## src/shared/irqef_pkg.sv

```systemverilog
// package: offsets, field positions, reset values and carrier types of the irq/error block
package irqef_pkg;

    // ******************************************************
    // register addresses (host port, byte addresses)
    // ******************************************************
    localparam logic [7:0] ADDR_REQ_GROUP1  = 8'h07;
    localparam logic [7:0] ADDR_ENA_GROUP0  = 8'h08;
    localparam logic [7:0] ADDR_ENA_GROUP1  = 8'h09;
    localparam logic [7:0] ADDR_ERR_FLAGS   = 8'h0a;
    localparam logic [7:0] ADDR_RX_BIT_CTRL = 8'h0c;
    localparam logic [7:0] ADDR_COLL_POS    = 8'h0d;

    // ******************************************************
    // field positions
    // ******************************************************
    localparam int ENA1_PUSH_PULL  = 7;
    localparam int ENA1_PIN_EN     = 6;
    localparam int ENA1_CARD_DET   = 5;
    localparam int ENA1_TMR_TOP    = 4;
    localparam int ENA0_INVERT     = 7;
    localparam int ENA0_ERR_REQ    = 1;
    localparam int REQ1_SET_MODE   = 7;
    localparam int REQ1_COMBINED   = 6;
    localparam int REQ1_CARD_DET   = 5;
    localparam int ERR_NVM         = 7;
    localparam int ERR_FIFO_WR     = 6;
    localparam int ERR_FIFO_OVF    = 5;
    localparam int ERR_SHORT_FRAME = 4;
    localparam int ERR_EMPTY_TX    = 3;
    localparam int ERR_COLLISION   = 2;
    localparam int ERR_PROTOCOL    = 1;
    localparam int ERR_INTEGRITY   = 0;
    localparam int RXB_COLL_ERR    = 3;
    localparam int COLL_VALID      = 7;
    localparam int NUM_TIMERS      = 5;

    // ******************************************************
    // reset values and limits
    // ******************************************************
    localparam logic [7:0] RST_BYTE        = 8'h00;
    localparam logic [7:0] MIN_FRAME_BITS  = 8'h04;
    localparam logic [7:0] MIN_EMD_BYTES   = 8'h03;

    // transmitter/receiver state codes
    localparam logic [2:0] COM_RX_WAIT     = 3'h5;
    localparam logic [2:0] COM_WAIT_DATA   = 3'h6;
    localparam logic [2:0] COM_RECEIVING   = 3'h7;

    // ******************************************************
    // carrier types
    // ******************************************************
    typedef struct packed {
        logic       sof_valid;
        logic       frame_end;
        logic [7:0] bit_count;
        logic [7:0] byte_count;
        logic       byte_valid;
        logic       collision;
        logic       collision_in_eof;
        logic [6:0] collision_pos;
        logic       collision_pos_in_range;
        logic       bad_stop_bit;
        logic       bad_sof_eof;
        logic       bad_byte_count;
        logic       parity_error;
        logic       crc_error;
    } irqef_rx_ev_type;

    typedef struct packed {
        logic       level;
        logic       out;
        logic       oe;
    } irqef_pin_type;

endpackage : irqef_pkg

```

## src/rtl/irqef_top.sv

```systemverilog
// module: interrupt enable, request and contactless error flag logic
`timescale 1ns/1ps

// Functional notes
// - bit 7 selects push-pull or open-drain pin
// - bit 6 gates combined interrupt onto pin
// - card detect request gated by bit 5
// - timer n request gated by enable bit n
// - nvm error flag tracks last nvm command
// - fifo write in busy phases sets bit 6
// - fifo write error clears on command start, or on error_flags_stored in multi-frame mode
// - write to full fifo sets overflow, discards
// - sof then under four bits sets bit 4
// - short frames dropped silently, no done request
// - transmit with empty fifo sets bit 3
// - collision sets bit 2, records first position
// - collision inside end-of-frame is ignored
// - protocol faults set bit 1, stop reception
// - byte in flight at protocol fault dropped
// - parity or crc mismatch sets bit 0
// - collision-as-error also sets integrity flag
// - receive flags clear at receive phase start
// - error request follows five error flags: bits 6, 5, 3, 1 and 0
// - combined flag set by any enabled request
// - polarity bit inverts interrupt pin level
// - timer underflow sets its request flag
module irqef_top (
    input  logic                      clk_sys,
    input  logic                      reset_n,
    // host register port
    input  logic [7:0]                reg_addr,
    input  logic [7:0]                reg_wdata,
    input  logic                      reg_wr,
    input  logic                      reg_rd,
    output logic [7:0]                reg_rdata,
    // request sources
    input  logic [4:0]                tmr_underflow,
    input  logic                      card_detect_event,
    input  logic                      nvm_cmd_done,
    input  logic                      nvm_cmd_error,
    // fifo side
    input  logic                      host_fifo_wr,
    input  logic                      fifo_full,
    input  logic                      fifo_empty,
    input  logic                      fifo_flush,
    output logic                      fifo_push,
    // command and transceiver state
    input  logic [2:0]                com_state,
    input  logic                      crc_tx_active,
    input  logic                      auth_active,
    input  logic                      cl_cmd_start,
    input  logic                      rx_cmd_start,
    input  logic                      wait_data_entry,
    input  logic                      multi_frame_receive_mode,
    input  logic                      error_flags_stored,
    input  logic                      tx_start,
    input  logic                      emd_suppress,
    // receive decoder events
    input  irqef_pkg::irqef_rx_ev_type rx_ev,
    output logic                      rx_byte_push,
    output logic                      rx_stop,
    output logic                      rx_frame_drop,
    output logic                      receive_done_request,
    // interrupt
    output logic                      combined_int_flag,
    output logic                      error_request_flag,
    output irqef_pkg::irqef_pin_type  int_pin
);

    // ******************************************************
    // registers
    // ******************************************************
    logic [7:0] ena1_q;
    logic [7:0] ena1_d;
    logic [7:0] ena0_q;
    logic [7:0] ena0_d;
    logic [5:0] req1_q;
    logic [5:0] req1_d;
    logic [7:0] err_q;
    logic [7:0] err_d;
    logic [7:0] coll_q;
    logic [7:0] coll_d;
    logic       coll_err_q;
    logic       coll_err_d;
    logic [7:0] rdata_q;
    logic [7:0] rdata_d;
    logic       fifo_push_q;
    logic       rx_push_q;
    logic       rx_stop_q;
    logic       drop_q;
    logic       done_q;
    logic       comb_q;
    logic       err_req_q;
    irqef_pkg::irqef_pin_type pin_q;
    irqef_pkg::irqef_pin_type pin_d;

    // ******************************************************
    // address decode
    // ******************************************************
    wire wr_ena1 = reg_wr && (reg_addr == irqef_pkg::ADDR_ENA_GROUP1);
    wire wr_ena0 = reg_wr && (reg_addr == irqef_pkg::ADDR_ENA_GROUP0);
    wire wr_req1 = reg_wr && (reg_addr == irqef_pkg::ADDR_REQ_GROUP1);
    wire wr_rxb  = reg_wr && (reg_addr == irqef_pkg::ADDR_RX_BIT_CTRL);

    // ******************************************************
    // enable registers
    // ******************************************************
    assign ena1_d = wr_ena1 ? reg_wdata : ena1_q;
    assign ena0_d = wr_ena0 ? reg_wdata : ena0_q;
    assign coll_err_d = wr_rxb ? reg_wdata[irqef_pkg::RXB_COLL_ERR] : coll_err_q;

    // ******************************************************
    // request group 1: timers and card detect
    // ******************************************************
    // set mode bit chooses whether written ones set or clear
    wire       req_set_mode = reg_wdata[irqef_pkg::REQ1_SET_MODE];
    wire [5:0] req_host_set = (wr_req1 && req_set_mode) ? reg_wdata[5:0] : 6'h00;
    wire [5:0] req_host_clr = (wr_req1 && !req_set_mode) ? reg_wdata[5:0] : 6'h00;
    wire [5:0] req_hw_set   = {card_detect_event, tmr_underflow};
    // hardware set wins over a host clear in the same cycle
    assign req1_d = (req1_q & ~req_host_clr) | req_host_set | req_hw_set;

    // ******************************************************
    // fifo misuse
    // ******************************************************
    wire busy_rx_state = (com_state == irqef_pkg::COM_RX_WAIT)
                      || (com_state == irqef_pkg::COM_WAIT_DATA)
                      || (com_state == irqef_pkg::COM_RECEIVING);
    wire fifo_wr_bad   = host_fifo_wr && (crc_tx_active || busy_rx_state || auth_active);
    wire fifo_wr_clr   = multi_frame_receive_mode ? error_flags_stored : cl_cmd_start;
    wire ovf_set       = host_fifo_wr && fifo_full;
    // once overflowed every later write is dropped until fifo_flush, contents kept
    wire fifo_accept   = host_fifo_wr && !fifo_full && !err_q[irqef_pkg::ERR_FIFO_OVF];

    // ******************************************************
    // receive frame checks
    // ******************************************************
    wire short_bits  = rx_ev.frame_end && (rx_ev.bit_count < irqef_pkg::MIN_FRAME_BITS);
    wire short_emd   = rx_ev.frame_end && emd_suppress
                    && (rx_ev.byte_count < irqef_pkg::MIN_EMD_BYTES);
    wire short_set   = short_bits && rx_ev.sof_valid;
    wire frame_drop  = short_bits || short_emd;
    wire frame_done  = rx_ev.frame_end && !frame_drop;
    wire coll_hit    = rx_ev.collision && !rx_ev.collision_in_eof;
    wire prot_set    = rx_ev.bad_stop_bit || rx_ev.bad_sof_eof || rx_ev.bad_byte_count;
    wire integ_set   = rx_ev.parity_error || rx_ev.crc_error
                    || (coll_hit && coll_err_q);
    wire rx_clr      = rx_cmd_start || wait_data_entry;
    wire first_coll  = coll_hit && !err_q[irqef_pkg::ERR_COLLISION];
    wire byte_push   = rx_ev.byte_valid && !prot_set;

    // ******************************************************
    // error flags: set wins over clear for every bit
    // ******************************************************
    wire [7:0] err_set;
    wire [7:0] err_clr;
    assign err_set[irqef_pkg::ERR_NVM]         = nvm_cmd_done && nvm_cmd_error;
    assign err_clr[irqef_pkg::ERR_NVM]         = nvm_cmd_done;
    assign err_set[irqef_pkg::ERR_FIFO_WR]     = fifo_wr_bad;
    assign err_clr[irqef_pkg::ERR_FIFO_WR]     = fifo_wr_clr;
    assign err_set[irqef_pkg::ERR_FIFO_OVF]    = ovf_set;
    assign err_clr[irqef_pkg::ERR_FIFO_OVF]    = fifo_flush;
    assign err_set[irqef_pkg::ERR_SHORT_FRAME] = short_set;
    assign err_clr[irqef_pkg::ERR_SHORT_FRAME] = rx_clr;
    assign err_set[irqef_pkg::ERR_EMPTY_TX]    = tx_start && fifo_empty;
    assign err_clr[irqef_pkg::ERR_EMPTY_TX]    = cl_cmd_start;
    assign err_set[irqef_pkg::ERR_COLLISION]   = coll_hit;
    assign err_clr[irqef_pkg::ERR_COLLISION]   = rx_clr;
    assign err_set[irqef_pkg::ERR_PROTOCOL]    = prot_set;
    assign err_clr[irqef_pkg::ERR_PROTOCOL]    = rx_clr;
    assign err_set[irqef_pkg::ERR_INTEGRITY]   = integ_set;
    assign err_clr[irqef_pkg::ERR_INTEGRITY]   = rx_clr;
    assign err_d = (err_q & ~err_clr) | err_set;

    // collision position: first one of the frame only
    wire [7:0] coll_new = {rx_ev.collision_pos_in_range, rx_ev.collision_pos};
    assign coll_d = first_coll ? coll_new : (rx_clr ? irqef_pkg::RST_BYTE : coll_q);

    // ******************************************************
    // combined interrupt and pin
    // ******************************************************
    wire err_req_d = err_d[irqef_pkg::ERR_FIFO_WR] || err_d[irqef_pkg::ERR_FIFO_OVF]
                  || err_d[irqef_pkg::ERR_PROTOCOL] || err_d[irqef_pkg::ERR_EMPTY_TX]
                  || err_d[irqef_pkg::ERR_INTEGRITY];
    wire [4:0] tmr_gated = req1_q[4:0] & ena1_q[irqef_pkg::ENA1_TMR_TOP:0];
    wire card_gated = req1_q[irqef_pkg::REQ1_CARD_DET]
                   && ena1_q[irqef_pkg::ENA1_CARD_DET];
    wire errq_gated = err_req_q && ena0_q[irqef_pkg::ENA0_ERR_REQ];
    wire comb_d     = (|tmr_gated) || card_gated || errq_gated;
    // pin follows the registered combined flag, so it lags it by one cycle
    wire pin_active = comb_q && ena1_q[irqef_pkg::ENA1_PIN_EN];
    wire pin_level  = pin_active ^ ena0_q[irqef_pkg::ENA0_INVERT];
    wire push_pull  = ena1_q[irqef_pkg::ENA1_PUSH_PULL];
    // open-drain pulls low for a low level and releases for a high one
    assign pin_d.level = pin_level;
    assign pin_d.out   = push_pull ? pin_level : 1'b0;
    assign pin_d.oe    = push_pull ? 1'b1 : !pin_level;

    // ******************************************************
    // read path: data only in the cycle after the strobe
    // ******************************************************
    wire [7:0] req1_view = {1'b0, comb_q, req1_q};
    wire [7:0] rxb_view  = {4'h0, coll_err_q, 3'h0};
    wire [7:0] rd_sel =
        (reg_addr == irqef_pkg::ADDR_ENA_GROUP1)  ? ena1_q    :
        (reg_addr == irqef_pkg::ADDR_ENA_GROUP0)  ? ena0_q    :
        (reg_addr == irqef_pkg::ADDR_REQ_GROUP1)  ? req1_view :
        (reg_addr == irqef_pkg::ADDR_ERR_FLAGS)   ? err_q     :
        (reg_addr == irqef_pkg::ADDR_RX_BIT_CTRL) ? rxb_view  :
        (reg_addr == irqef_pkg::ADDR_COLL_POS)    ? coll_q    :
                                                    irqef_pkg::RST_BYTE;
    assign rdata_d = reg_rd ? rd_sel : irqef_pkg::RST_BYTE;

    // ******************************************************
    // flip-flops
    // ******************************************************
    always_ff @(posedge clk_sys or negedge reset_n) begin
        if (!reset_n) begin
            ena1_q     <= irqef_pkg::RST_BYTE;
            ena0_q     <= irqef_pkg::RST_BYTE;
            req1_q     <= 6'h00;
            err_q      <= irqef_pkg::RST_BYTE;
            coll_q     <= irqef_pkg::RST_BYTE;
            coll_err_q <= 1'b0;
            rdata_q    <= irqef_pkg::RST_BYTE;
        end else begin
            ena1_q     <= ena1_d;
            ena0_q     <= ena0_d;
            req1_q     <= req1_d;
            err_q      <= err_d;
            coll_q     <= coll_d;
            coll_err_q <= coll_err_d;
            rdata_q    <= rdata_d;
        end
    end

    always_ff @(posedge clk_sys or negedge reset_n) begin
        if (!reset_n) begin
            fifo_push_q <= 1'b0;
            rx_push_q   <= 1'b0;
            rx_stop_q   <= 1'b0;
            drop_q      <= 1'b0;
            done_q      <= 1'b0;
            comb_q      <= 1'b0;
            err_req_q   <= 1'b0;
            pin_q       <= '0;
        end else begin
            fifo_push_q <= fifo_accept;
            rx_push_q   <= byte_push;
            rx_stop_q   <= prot_set;
            drop_q      <= frame_drop;
            done_q      <= frame_done;
            comb_q      <= comb_d;
            err_req_q   <= err_req_d;
            pin_q       <= pin_d;
        end
    end

    // ******************************************************
    // outputs
    // ******************************************************
    assign reg_rdata            = rdata_q;
    assign fifo_push            = fifo_push_q;
    assign rx_byte_push         = rx_push_q;
    assign rx_stop              = rx_stop_q;
    assign rx_frame_drop        = drop_q;
    assign receive_done_request = done_q;
    assign combined_int_flag    = comb_q;
    assign error_request_flag   = err_req_q;
    assign int_pin              = pin_q;

endmodule : irqef_top

```

## config.mk

```make
export PLATFORM = sky130hd
export DESIGN_NAME = irqef_top
export DESIGN_NICKNAME = d
export VERILOG_FILES = /design/src/shared/irqef_pkg.sv /design/src/rtl/irqef_top.sv
export SDC_FILE = /design/constraint.sdc
export NUM_CORES = 1
export LEC_CHECK = 0
export ABC_AREA = 1
export BUFFER_PORTS_ARGS = -buffer_cell sky130_fd_sc_hd__buf_2
export CAP_MARGIN = 20
export CELL_PAD_IN_SITES_DETAIL_PLACEMENT = 0
export CELL_PAD_IN_SITES_GLOBAL_PLACEMENT = 2
export CORE_ASPECT_RATIO = 1.75
export CORE_MARGIN = 2
export CORE_UTILIZATION = 28
export DETAILED_ROUTE_END_ITERATION = 10
export PLACE_DENSITY_LB_ADDON = 0.3
export SYNTH_ARGS = -nofsm -noshare
export SYNTH_HDL_FRONTEND = slang
export SYNTH_SLANG_ARGS = --single-unit
```

## constraint.sdc

```tcl
create_clock -name clk_sys -period 1.6 [get_ports clk_sys]
set_input_delay 0.16 -clock clk_sys [delete_from_list [all_inputs] [get_ports clk_sys]]
set_output_delay 0.16 -clock clk_sys [all_outputs]
set_load 0.02 [all_outputs]
```

# [Yosys cells after proc, flatten, opt, wreduce, memory -nomap -nowiden]
# Cells that the tools add are included.
# Widths: inputs -> output; s select.
[op_classes] eq_ne=9 n_mux=14 reduce_logical=50 n_lt_le_gt_ge=2 n_bitwise=9
[ops] op="$mux 8" count=9
[ops] op="$eq 8x4->1 const B" count=5
[ops] op="$logic_and 1x1->1" count=24
[ops] op="$logic_or 1x1->1" count=16
[ops] op="$mux 6" count=2
[ops] op="$or 6x6->6" count=2
[ops] op="$eq 3x3->1 const B" count=3
[ops] op="$and 8x8->8" count=1
[ops] op="$eq 8x3->1 const B" count=1
[ops] op="$logic_not 1->1" count=8
[ops] op="$lt 8x2->1 const B" count=1
[ops] op="$lt 8x3->1 const B" count=1
[ops] op="$not 8->8" count=1
[ops] op="$or 8x8->8" count=1
[ops] op="$and 6x6->6" count=1
[ops] op="$not 6->6" count=1
[ops] op="$and 5x5->5" count=1
[ops] op="$reduce_or 5->1" count=1
[ops] op="$mux 1" count=3
[ops] op="$reduce_bool 2->1" count=1
[ops] op="$xor 1x1->1" count=1
[word_totals] output_inout_bits=18 regBits=57 in_bits=78 elab_cells=101

# [Longest topological paths before layout]
# Gate-level depths: netlist of run 1.
[depth] depth_word=11 mapped_depth=9 mapped_depth_nobuf=9

# [Worst setup path before layout of run 1]
# OpenSTA, ideal clock, no wires.
[synth_path] path_type="reg2reg" from="register err_q[2]" to="register coll_q[4]" path_buffers=2 slack_ns=0.404 arrival_ns=1.070 setup_ns=0.126 stages_incl_launch_ff=6 synth_period_minus_slack_ns=1.196 t_required_ns=1.474 path_cell_list="dfrtp_1 or2_2 clkbuf_1 buf_2 nand3_1 o21ai_0"
[synth_between] elab_chain_len=3 elab_cells_between_ends=4 classes_between="mux: 1; reduce/logical: 3"
[synth_rtl] element="start: declaration" line_no="irqef_top.sv:79" text="logic [7:0] err_q;"
[synth_rtl] element="start signal: assignment" line_no="irqef_top.sv:222" text="err_q <= irqef_pkg::RST_BYTE;"
[synth_rtl] element="start signal: assignment" line_no="irqef_top.sv:230" text="err_q <= err_d;"
[synth_rtl] element="$logic_not 1->1 (*)" line_no="irqef_top.sv:149" text="wire first_coll = coll_hit && !err_q[irqef_pkg::ERR_COLLISION];"
[synth_rtl] element="$logic_and 1x1->1 (*)" line_no="irqef_top.sv:149"
[synth_rtl] element="$mux 8 or $reduce_bool 2->1 (tied branches)"
[synth_rtl] element="end signal: assignment" line_no="irqef_top.sv:223" text="coll_q <= irqef_pkg::RST_BYTE;"
[synth_rtl] element="end signal: assignment" line_no="irqef_top.sv:231" text="coll_q <= coll_d;"
[synth_rtl] element="end: declaration" line_no="irqef_top.sv:81" text="logic [7:0] coll_q;"
# Mark *: on every way between the ends. The rest lies on a longest branch, timed or not.
# A chain may end at the register's enable or synchronous reset.

# [Final worst setup path of run 1]
[layout_path] from="input port reg_addr[7]" to="register ena0_q[4]"
[layout_between] elab_chain_len=2
[layout_rtl] element="start: declaration" line_no="irqef_top.sv:31" text="input logic [7:0] reg_addr,"
[layout_rtl] element="$eq 8x4->1" line_no="irqef_top.sv:101" text="wire wr_ena0 = reg_wr && (reg_addr == irqef_pkg::ADDR_ENA_GROUP0);"
[layout_rtl] element="$logic_and 1x1->1" line_no="irqef_top.sv:101"
[layout_rtl] element="end signal: assignment" line_no="irqef_top.sv:220" text="ena0_q <= irqef_pkg::RST_BYTE;"
[layout_rtl] element="end signal: assignment" line_no="irqef_top.sv:228" text="ena0_q <= ena0_d;"
[layout_rtl] element="end: declaration" line_no="irqef_top.sv:75" text="logic [7:0] ena0_q;"
# No other way between the ends.

==> impl_metrics.json, run 1 <==
{
  "postCtsSetupBuffers": 0,
  "initialDrtViolationCount": 107,
  "fillers": 1060,
  "crit_family": "simple AND/OR/NAND/NOR gates",
  "cap_viol_max_count": 0,
  "worstSetupStartpointType": "primary input",
  "die_area_mm2": 0.01083,
  "postSynthAreaPerCell_um2": 8.681,
  "fin_crit_ns": 1.115,
  "ir_drop_uv": 489.9,
  "synth_area_mm2": 0.002795,
  "top_usage_layer": "met2",
  "synth_cell_types": 32,
  "grt_start_max_net_pins": 41,
  "drt-pass1-iter-count": 4,
  "fin_skew_ns": 0.006097,
  "cts_max_level": 3,
  "track_usage_pct": 15.24,
  "post-synth-top-count-cell": "nand2_1",
  "viasPerCell": 4.447,
  "dpl-instance-area_mm2": 0.003393,
  "core_area_mm2": 0.009789,
  "period_share_pct": 69.71,
  "met3_usage_pct": 4.050,
  "cp_slowest_cell": "nand2_2",
  "antenna_found_initial": 0,
  "initial_core_util_pct": 28.55,
  "drt-total-wl_um": 7599,
  "drc": 0,
  "area_growth_pct": 33.93,
  "cts_tree": "done",
  "synthTopCellsByCount": "nand2_1 (66), dfrtp_1 (57), inv_1 (35)",
  "path_class": "in2reg",
  "fin_cells": 553,
  "tightest_slew_ns": 0.4684,
  "synth-seq-cells": 57,
  "drive_gt1_share_pct": 35.28,
  "cpPeakStageDelay_ns": 0.29,
  "detail-route-antenna-nets": 0,
  "overflow": 0,
  "path_clk_slew_ns": 0.05,
  "crit_buf_inv": 1,
  "yosys_warnings": 0,
  "dp_slack_ns": 0.1502,
  "critPathMaxFanout": 16,
  "synth_area_leader_cell": "dfrtp_1",
  "status": "completed",
  "ctsHoldBuffers": 2,
  "clock-root-buffer": "clkbuf_16",
  "numPortBuffers": 93,
  "use_met1_pct": 14.95,
  "grt_first_pass_wirelength_um": 12140,
  "synthFlopType": "dfrtp_1",
  "power_per_cell_area_mw_per_mm2": 1064,
  "clock_path_buffers": 2,
  "hpwl_um": 6100,
  "final_cell_area_mm2": 0.003744,
  "rows": 48,
  "place_congestion": 0.8051,
  "wire_per_inst_um": 13.74,
  "grt_pass1_vias": 2571,
  "yosysSeqAreaShare_pct": 51.03,
  "synth_top_area_share_pct": 51.03,
  "end_kind": "register",
  "tns_ns": 0,
  "antennaDiodeCount": 0,
  "rsz0062_at_grt": "false",
  "netlist_top_cells_area": "dfrtp_1 (51%), nand2_1 (8.9%), nand3_1 (5.0%), o21ai_2 (5.0%), inv_1 (4.7%)",
  "io_pins": 96,
  "cp_cell_sequence": "buf_2 -> nor2_2 -> nand3_4 -> nor2_4 -> nand2_2 -> nand2_1 -> o21ai_2",
  "num_vias": 2459,
  "numPlacedInstances": 535,
  "cp.arrival_ns": 1.32,
  "chipHeight_um": 136.2,
  "clkSinkCount": 57,
  "power.total_mw": 3.982,
  "relSlewSlack_pct": 68.77,
  "cp.required_ns": 1.80,
  "die_w_um": 79.53,
  "nets": 501,
  "synth_edf_count": 0,
  "fin_ws_ns": 0.4847,
  "use_met2_pct": 27.92,
  "slew_viol_final": 0,
  "syn-num-nets": 400,
  "fmax_ghz": 0.8966,
  "setup_viol": 0,
  "hold_class": "in2reg",
  "cts_buffers": 9,
  "netlist_instances": 322,
  "post_cts_resized": 0,
  "leakagePower_nw": 1.849,
  "synthArstFlopShare_pct": 100.0,
  "worstSkewPairLatency_ns": 0.33,
  "hold_viol_final": 0
}
cells by family (layout without fill, tap and decap cells):
group,Yosys count,after routing,synth area share [%]
and+or+nand+nor,161,161,28.60
AOI/OAI and AO/OA,59,59,13.25
buffers and inverters,45,151,7.118
DFF,57,57,51.03
area by class of cell:
| cell class | count | area, µm² | share of cell area [%] |
|---|---|---|---|
| clock inverter | 5 | 77.57 | 2.072 |
| timing repair buffer | 97 | 513.0 | 13.70 |
| clock buffer | 11 | 252.7 | 6.751 |
| multi-input combinational | 220 | 1170 | 31.25 |
| inverter | 38 | 147.6 | 3.944 |
| tap | 125 | 156.4 | 4.178 |
| sequential | 57 | 1426 | 38.10 |
per-stage QoR:
| stage | hold WS (ns) | utilization [%] |
|---|---|---|
| after floorplan | -0.1356 | - |
| after global placement | 0.1530 | 34.66 |
| after detailed placement | 0.1532 | 34.66 |
| after CTS | 0.01416 | 38.24 |
| after global routing | 0.02508 | 38.24 |
| final | 0.02836 | 38.24 |
worst paths after layout:
check / from / to / slack, ns / depth (start not counted)
setup / recovery: reg_addr[7] / ena0_q[4] / 0.48 / 7
hold / removal: tmr_underflow[0] / req1_q[0] / 0.03 / 2
setup reg to reg: err_q[2] / coll_q[3] / 0.50 / 3
hold reg to reg: ena0_q[3] / ena0_q[3] / 0.49 / 2
max in group asynchronous: reset_n / req1_q[5] / 0.71 / 3
min in group asynchronous: reset_n / reg_rdata[6] / 0.32 / 2
power breakdown:
group          internal (mW)  switching, mW
clock network           1.44          0.646
logic                  0.144          0.204
registers               1.50         0.0448
total                   3.09          0.894
state kept, by name, summed over array words and instances (netlist names), named ones only:
| register | cells |
|---|---|
| err_q | 7 |
| coll_err_q | 1 |
| ena0_q | 8 |
| coll_q | 8 |
| combined_int_flag | 1 |
| rx_stop | 1 |
| ena1_q | 8 |
| rx_byte_push | 1 |
| reg_rdata | 8 |
| receive_done_request | 1 |
| fifo_push | 1 |
| int_pin | 3 |
| error_request_flag | 1 |
| req1_q | 6 |
| rx_frame_drop | 1 |
per-layer routing:
| metal | share of wire [%] | wire length, µm |
|---|---|---|
| met1 | 36 | 2718 |
| met2 | 56 | 4281 |
| met3 | 4.3 | 325 |
| met4 | 3.6 | 273 |
| met5 | 0 | 0 |
cells in the final DEF, fill, tap and decap left out, types with 2 or more instances in the layout:
| cell | netlist | layout |
|---|---|---|
| o21ai_1 | 6 | 6 |
| nand2_1 | 66 | 66 |
| nor2_2 | 3 | 3 |
| nand2_2 | 6 | 6 |
| clkinv_2 | 0 | 2 |
| nand3_1 | 28 | 28 |
| inv_2 | 2 | 2 |
| clkbuf_8 | 0 | 2 |
| dfrtp_1 | 57 | 57 |
| clkbuf_16 | 0 | 9 |
| nand4_1 | 4 | 4 |
| inv_1 | 35 | 35 |
| nor2_4 | 6 | 6 |
| o21ai_2 | 16 | 16 |
| a21oi_1 | 10 | 10 |
| dlygate4sd3_1 | 0 | 2 |
| o21ai_0 | 20 | 20 |
| o22ai_1 | 3 | 3 |
| nand2_4 | 3 | 3 |
| nand3b_1 | 6 | 6 |
| nor3_1 | 6 | 6 |
| nor2_1 | 27 | 27 |
| buf_2 | 2 | 93 |
| bufinv_16 | 0 | 2 |
No activity file was read; power rests on OpenSTA's default activity.
==> run 2, diff against run 1 <==
- ABC_AREA: 1 -> 0
- CORE_UTILIZATION: 28 -> 27
- clock period: 1.6 -> 0.9 ns (I/O delays scaled with it)
==> impl_metrics.json, run 2 <==
{
  "critPathMaxFanout": 8,
  "clkSinkCount": 57,
  "yosysSeqAreaShare_pct": 53.45,
  "hold_ws_ns": -0.01201,
  "path_clk_slew_ns": 0.05,
  "sequentialPowerShare_pct": 40.6,
  "failed_checks": "hold timing, setup timing",
  "fin_ws_ns": -0.3964,
  "viasPerCell": 4.684,
  "cts_tree": "done",
  "netlist_instances": 249,
  "hold_class": "in2reg",
  "grt_pass1_vias": 2588,
  "cp.required_ns": 1.10,
  "ir_drop_uv": 979.8,
  "yosys_warnings": 0,
  "path_class": "in2reg",
  "status": "finished with violations",
  "drive_gt1_share_pct": 56.49,
  "fin_crit_ns": 1.296,
  "initial_core_util_pct": 27.43,
  "drt-pass1-iter-count": 4,
  "antennaDiodeCount": 0,
  "clock_path_buffers": 2,
  "cp.arrival_ns": 1.50,
  "die_area_mm2": 0.01073,
  "num_vias": 2534,
  "worstSkewPairLatency_ns": 0.32,
  "intPower_mw": 5.130,
  "synth_cell_types": 46,
  "period_share_pct": 144.0,
  "fillers": 954,
  "rows": 48,
  "clock-root-buffer": "clkbuf_16",
  "rsz0062_at_grt": "true",
  "clockPowerShare_pct": 44.6,
  "overflow": 0,
  "track_usage_pct": 16.18,
  "hpwl_um": 6005,
  "post-synth-top-count-cell": "dfrtp_1",
  "initialDrtViolationCount": 106,
  "cap_viol_max_count": 0,
  "die_w_um": 79.16,
  "synth_area_mm2": 0.002669,
  "swShare_pct": 24.48,
  "antenna_found_initial": 0,
  "end_kind": "register",
  "core_area_mm2": 0.009729,
  "drc": 0,
  "synth-seq-cells": 57,
  "tightest_slew_ns": 0.4219,
  "fin_skew_ns": 0.003847,
  "cts_buffers": 9,
  "area_growth_pct": 69.06,
  "slew_viol_final": 0,
  "synthArstFlopShare_pct": 100.0,
  "place_congestion": 0.8138,
  "worstSetupStartpointType": "primary input",
  "p_switching_mw": 1.663,
  "syn-num-nets": 327,
  "synth_edf_count": 0,
  "grt_first_pass_wirelength_um": 13130,
  "relSlewSlack_pct": 71.86,
  "detail-route-antenna-nets": 0,
  "drt-total-wl_um": 8108,
  "power_per_cell_area_mw_per_mm2": 1506,
  "io_pins": 96,
  "dpl-instance-area_mm2": 0.003635,
  "leakagePower_nw": 2.088,
  "cts_max_level": 3,
  "final_util_pct": 46.37,
  "final_cell_area_mm2": 0.004512,
  "nets": 489,
  "synthTopCellsByCount": "dfrtp_1 (57), nand2_1 (27), nor2_1 (20)",
  "fmax_ghz": 0.7714,
  "synth_area_leader_cell": "dfrtp_1",
  "final_common_cell": "buf_2",
  "numPortBuffers": 93,
  "grt_start_max_net_pins": 58,
  "synthFlopType": "dfrtp_1",
  "postSynthAreaPerCell_um2": 10.72,
  "wire_per_inst_um": 14.99,
  "netlist_top_cells_area": "dfrtp_1 (53%), mux2_2 (4.2%), mux2_1 (3.8%), nand2_1 (3.8%), o21ai_0 (3.6%)",
  "pwr-share-comb_pct": 14.8,
  "setup_viol": 57,
  "layout_common_cells": "buf_2 (73), dfrtp_1 (55), buf_4 (43)",
  "synth_top_area_share_pct": 53.45,
  "chipHeight_um": 135.5,
  "hold_viol_final": 1
}
run 2: changes by cell type after synthesis, moves of 9 or more:
| cell | previous run | this run |
|---|---|---|
| inv_1 | 35 | 12 |
| mux2_1 | 0 | 9 |
| nand2_1 | 66 | 27 |
| nand3_1 | 28 | 8 |
| o21ai_2 | 16 | 0 |
| mux2_2 | 0 | 10 |
run 2: cell type report:
cell class                 instances  area, µm²  share of cell area, %
timing repair buffer             162       1205                  26.71
multi-input combinational        169       1410                  31.25
inverter                          12      45.04                 0.9983
clock inverter                     4      20.02                 0.4437
sequential                        57       1429                  31.67
clock buffer                      12      246.5                  5.463
tap                              125      156.4                  3.466
run 2: layer usage:
metal,track usage [%],vias to the layer above,wire length [µm]
met5,0,-,0
met2,30.04,66,4713
met4,7.184,0,153
met3,4.000,10,293
li1,-,1230,-
met1,16.80,1228,2948
run 2: worst paths after layout:
check / from / end / slack, ns / cells after the start
max: reg_addr[6] / ena0_q[7] / -0.40 / 5
min: cl_cmd_start / err_q[3] / -0.01 / 2
max reg2reg: err_q[5] / error_request_flag / -0.36 / 4
min reg2reg: ena0_q[6] / ena0_q[6] / 0.51 / 1
max in group asynchronous: reset_n / combined_int_flag / 0.33 / 3
min in group asynchronous: reset_n / asynchronous set/reset pin / 0.29 / 3
run 2: cells by family (layout without fill, tap and decap cells):
kind of cell,count (synthesis),after routing,share of synthesized area (%)
AND/OR/NAND/NOR,85,85,17.49
AO/OA/AOI/OAI,63,63,16.78
flip-flops,57,57,53.45
buffers and inverters,23,190,3.563
multiplexers,20,20,8.392
XOR/XNOR,1,1,0.3282
run 2: worst max-delay path: stages:
cell	delay, ns
buf_6	0.09
or4_4	0.57
nor2_4	0.20
nand3_4	0.19
mux2_4	0.35
run 2: power groups by stage:
stage | combinational, mW | sequential (mW) | clock, mW
finish | 1.00 | 2.76 | 3.03
global route | 1.10 | 2.77 | 3.25
CTS | 0.976 | 2.76 | 3.09
detailed placement | 0.788 | 2.79 | 0
global placement | 0.779 | 2.78 | 0
floorplan | 0.295 | 2.80 | 0
run 2: through the flow:
step	std cells	TNS (ns)	power [mW]	worst slack (ns)
floorplan	249	-14.01	3.098	-0.5007
global placement	496	-21.52	3.561	-0.6856
detailed placement	496	-22.45	3.573	-0.7192
CTS	538	-10.57	6.832	-0.3614
global route	541	-12.60	7.123	-0.4520
finish	541	-10.29	6.794	-0.3964
run 2: timing repair:
item	4_1_cts	5_1_grt
hold buffers	17	1
setup endpoints to repair	63	63
cloned	1	0
hold endpoints to repair	75	2
buffers inserted	8	5
gates resized for setup	75	31
pin swaps	15	20
==> run 3, diff against run 2 <==
- ABC_AREA: 0 -> 1
- CORE_MARGIN: 2 -> 5
- CORE_UTILIZATION: 27 -> 26
==> impl_metrics.json, run 3 (synthesized netlist as in run 1, its figures left out) <==
{
  "status": "finished with violations",
  "failed_checks": "hold timing, setup timing",
  "path_clk_slew_ns": 0.05,
  "initialDrtViolationCount": 75,
  "detail-route-antenna-nets": 0,
  "rsz0062_at_grt": "true",
  "leakagePower_nw": 2.158,
  "core_area_mm2": 0.01064,
  "worstSkewPairLatency_ns": 0.33,
  "final_cell_area_mm2": 0.004566,
  "fmax_ghz": 0.9785,
  "route.met2.wl_um": 4916,
  "place_congestion": 0.8332,
  "routed-wl-met3_um": 409,
  "drive_gt1_share_pct": 48.02,
  "fin_crit_ns": 1.022,
  "num_vias": 2694,
  "numPortBuffers": 93,
  "dp_slack_ns": -0.3382,
  "cp.arrival_ns": 1.19,
  "slew_viol_final": 0,
  "tightest_slew_ns": 0.3378,
  "hold_class": "in2reg",
  "fin_ws_ns": -0.1220,
  "drt-pass1-iter-count": 4,
  "clock-root-buffer": "clkbuf_16",
  "nets": 554,
  "drt-total-wl_um": 8418,
  "cp.required_ns": 1.07,
  "worstSetupStartpointType": "register",
  "chipHeight_um": 147.2,
  "wl_met1_um": 2868,
  "ir_drop_uv": 939.0,
  "io_pins": 96,
  "grt_first_pass_wirelength_um": 13990,
  "final_common_cell": "buf_2",
  "grt_pass1_vias": 2895,
  "routed.top_layer": "met4",
  "critPathMaxFanout": 2,
  "viasPerCell": 4.424,
  "cts_tree": "done",
  "die_area_mm2": 0.01301,
  "clock_path_buffers": 2,
  "antenna_found_initial": 0,
  "track_usage_pct": 14.14,
  "setup_viol": 35,
  "clkSinkCount": 57,
  "area_growth_pct": 63.34,
  "power_per_cell_area_mw_per_mm2": 1529,
  "dpl-instance-area_mm2": 0.003647,
  "fin_skew_ns": 0.005399,
  "overflow": 0,
  "crit_start": "req1_q[0]",
  "hp-start": "cl_cmd_start",
  "hpwl_um": 6512,
  "relSlewSlack_pct": 77.27,
  "grt_start_max_net_pins": 58,
  "r2r-start": "req1_q[0]",
  "cts_max_level": 3,
  "cts_buffers": 9,
  "cap_viol_max_count": 0,
  "end_kind": "register",
  "layout_common_cells": "buf_2 (73), dfrtp_1 (57), nand2_1 (53)",
  "hold_viol_final": 1,
  "initial_core_util_pct": 26.28,
  "die_w_um": 88.38,
  "drc": 0,
  "wire_per_inst_um": 13.82,
  "tns_ns": -1.591,
  "rows": 50,
  "hold_ws_ns": -0.03785,
  "antennaDiodeCount": 0,
  "period_share_pct": 113.6,
  "regToRegSetupSlack_ns": -0.12,
  "ctsHoldBuffers": 21,
  "final_util_pct": 42.93,
  "path_class": "reg2reg"
}
## run 3: final cells by class
type / instances / area, µm²
inverters: 38 / 150.1
clock inverters: 4 / 45.04
clock buffers: 10 / 239.0
well taps: 130 / 162.7
fillers: 1102 / 6070
flip-flops and latches: 57 / 1426
repair buffers: 149 / 1122
multi-input cells: 221 / 1420
## run 3: per-stage QoR
| stage | std cells | power [mW] |
|---|---|---|
| after floorplan | 322 | 3.082 |
| after CTS | 606 | 7.037 |
| after global routing | 609 | 7.309 |
| after global placement | 566 | 3.510 |
| final | 609 | 6.982 |
| after detailed placement | 566 | 3.518 |
## run 3: final timing paths
path,endpoint,cells after the start
setup / recovery,combined_int_flag,4
hold / removal,err_q[3],2
setup reg to reg,combined_int_flag,4
hold reg to reg,coll_q[6],2
max in group asynchronous,ena0_q[4],3
min in group asynchronous,asynchronous set/reset pin,3
## run 3: timing repair
item                                    in CTS  in global routing
buffers inserted                             4                  5
pin swaps                                   16                 25
cloned                                       1                  0
hold endpoints to repair                    73                  1
endpoints found under the setup margin      34                 47
resized for setup                           68                 37
## run 3: metal layers
metal  GRT usage, %  up-vias
li1               -     1364
met1          14.58     1252
met2          25.71       59
met3          3.199       19
met4          7.186        0
met5              0        -
## run 3: report_power, final
part	switching, mW	internal, mW
sequential	0.0857	2.68
combinational	0.459	0.475
clock	1.12	2.16
## run 3: worst max-delay path, cell delays in order, from the launching register on
cell      delay, ns
dfrtp_1        0.39
nand2_2        0.08
nand2_1        0.06
a221oi_2       0.17
nand4_1        0.16
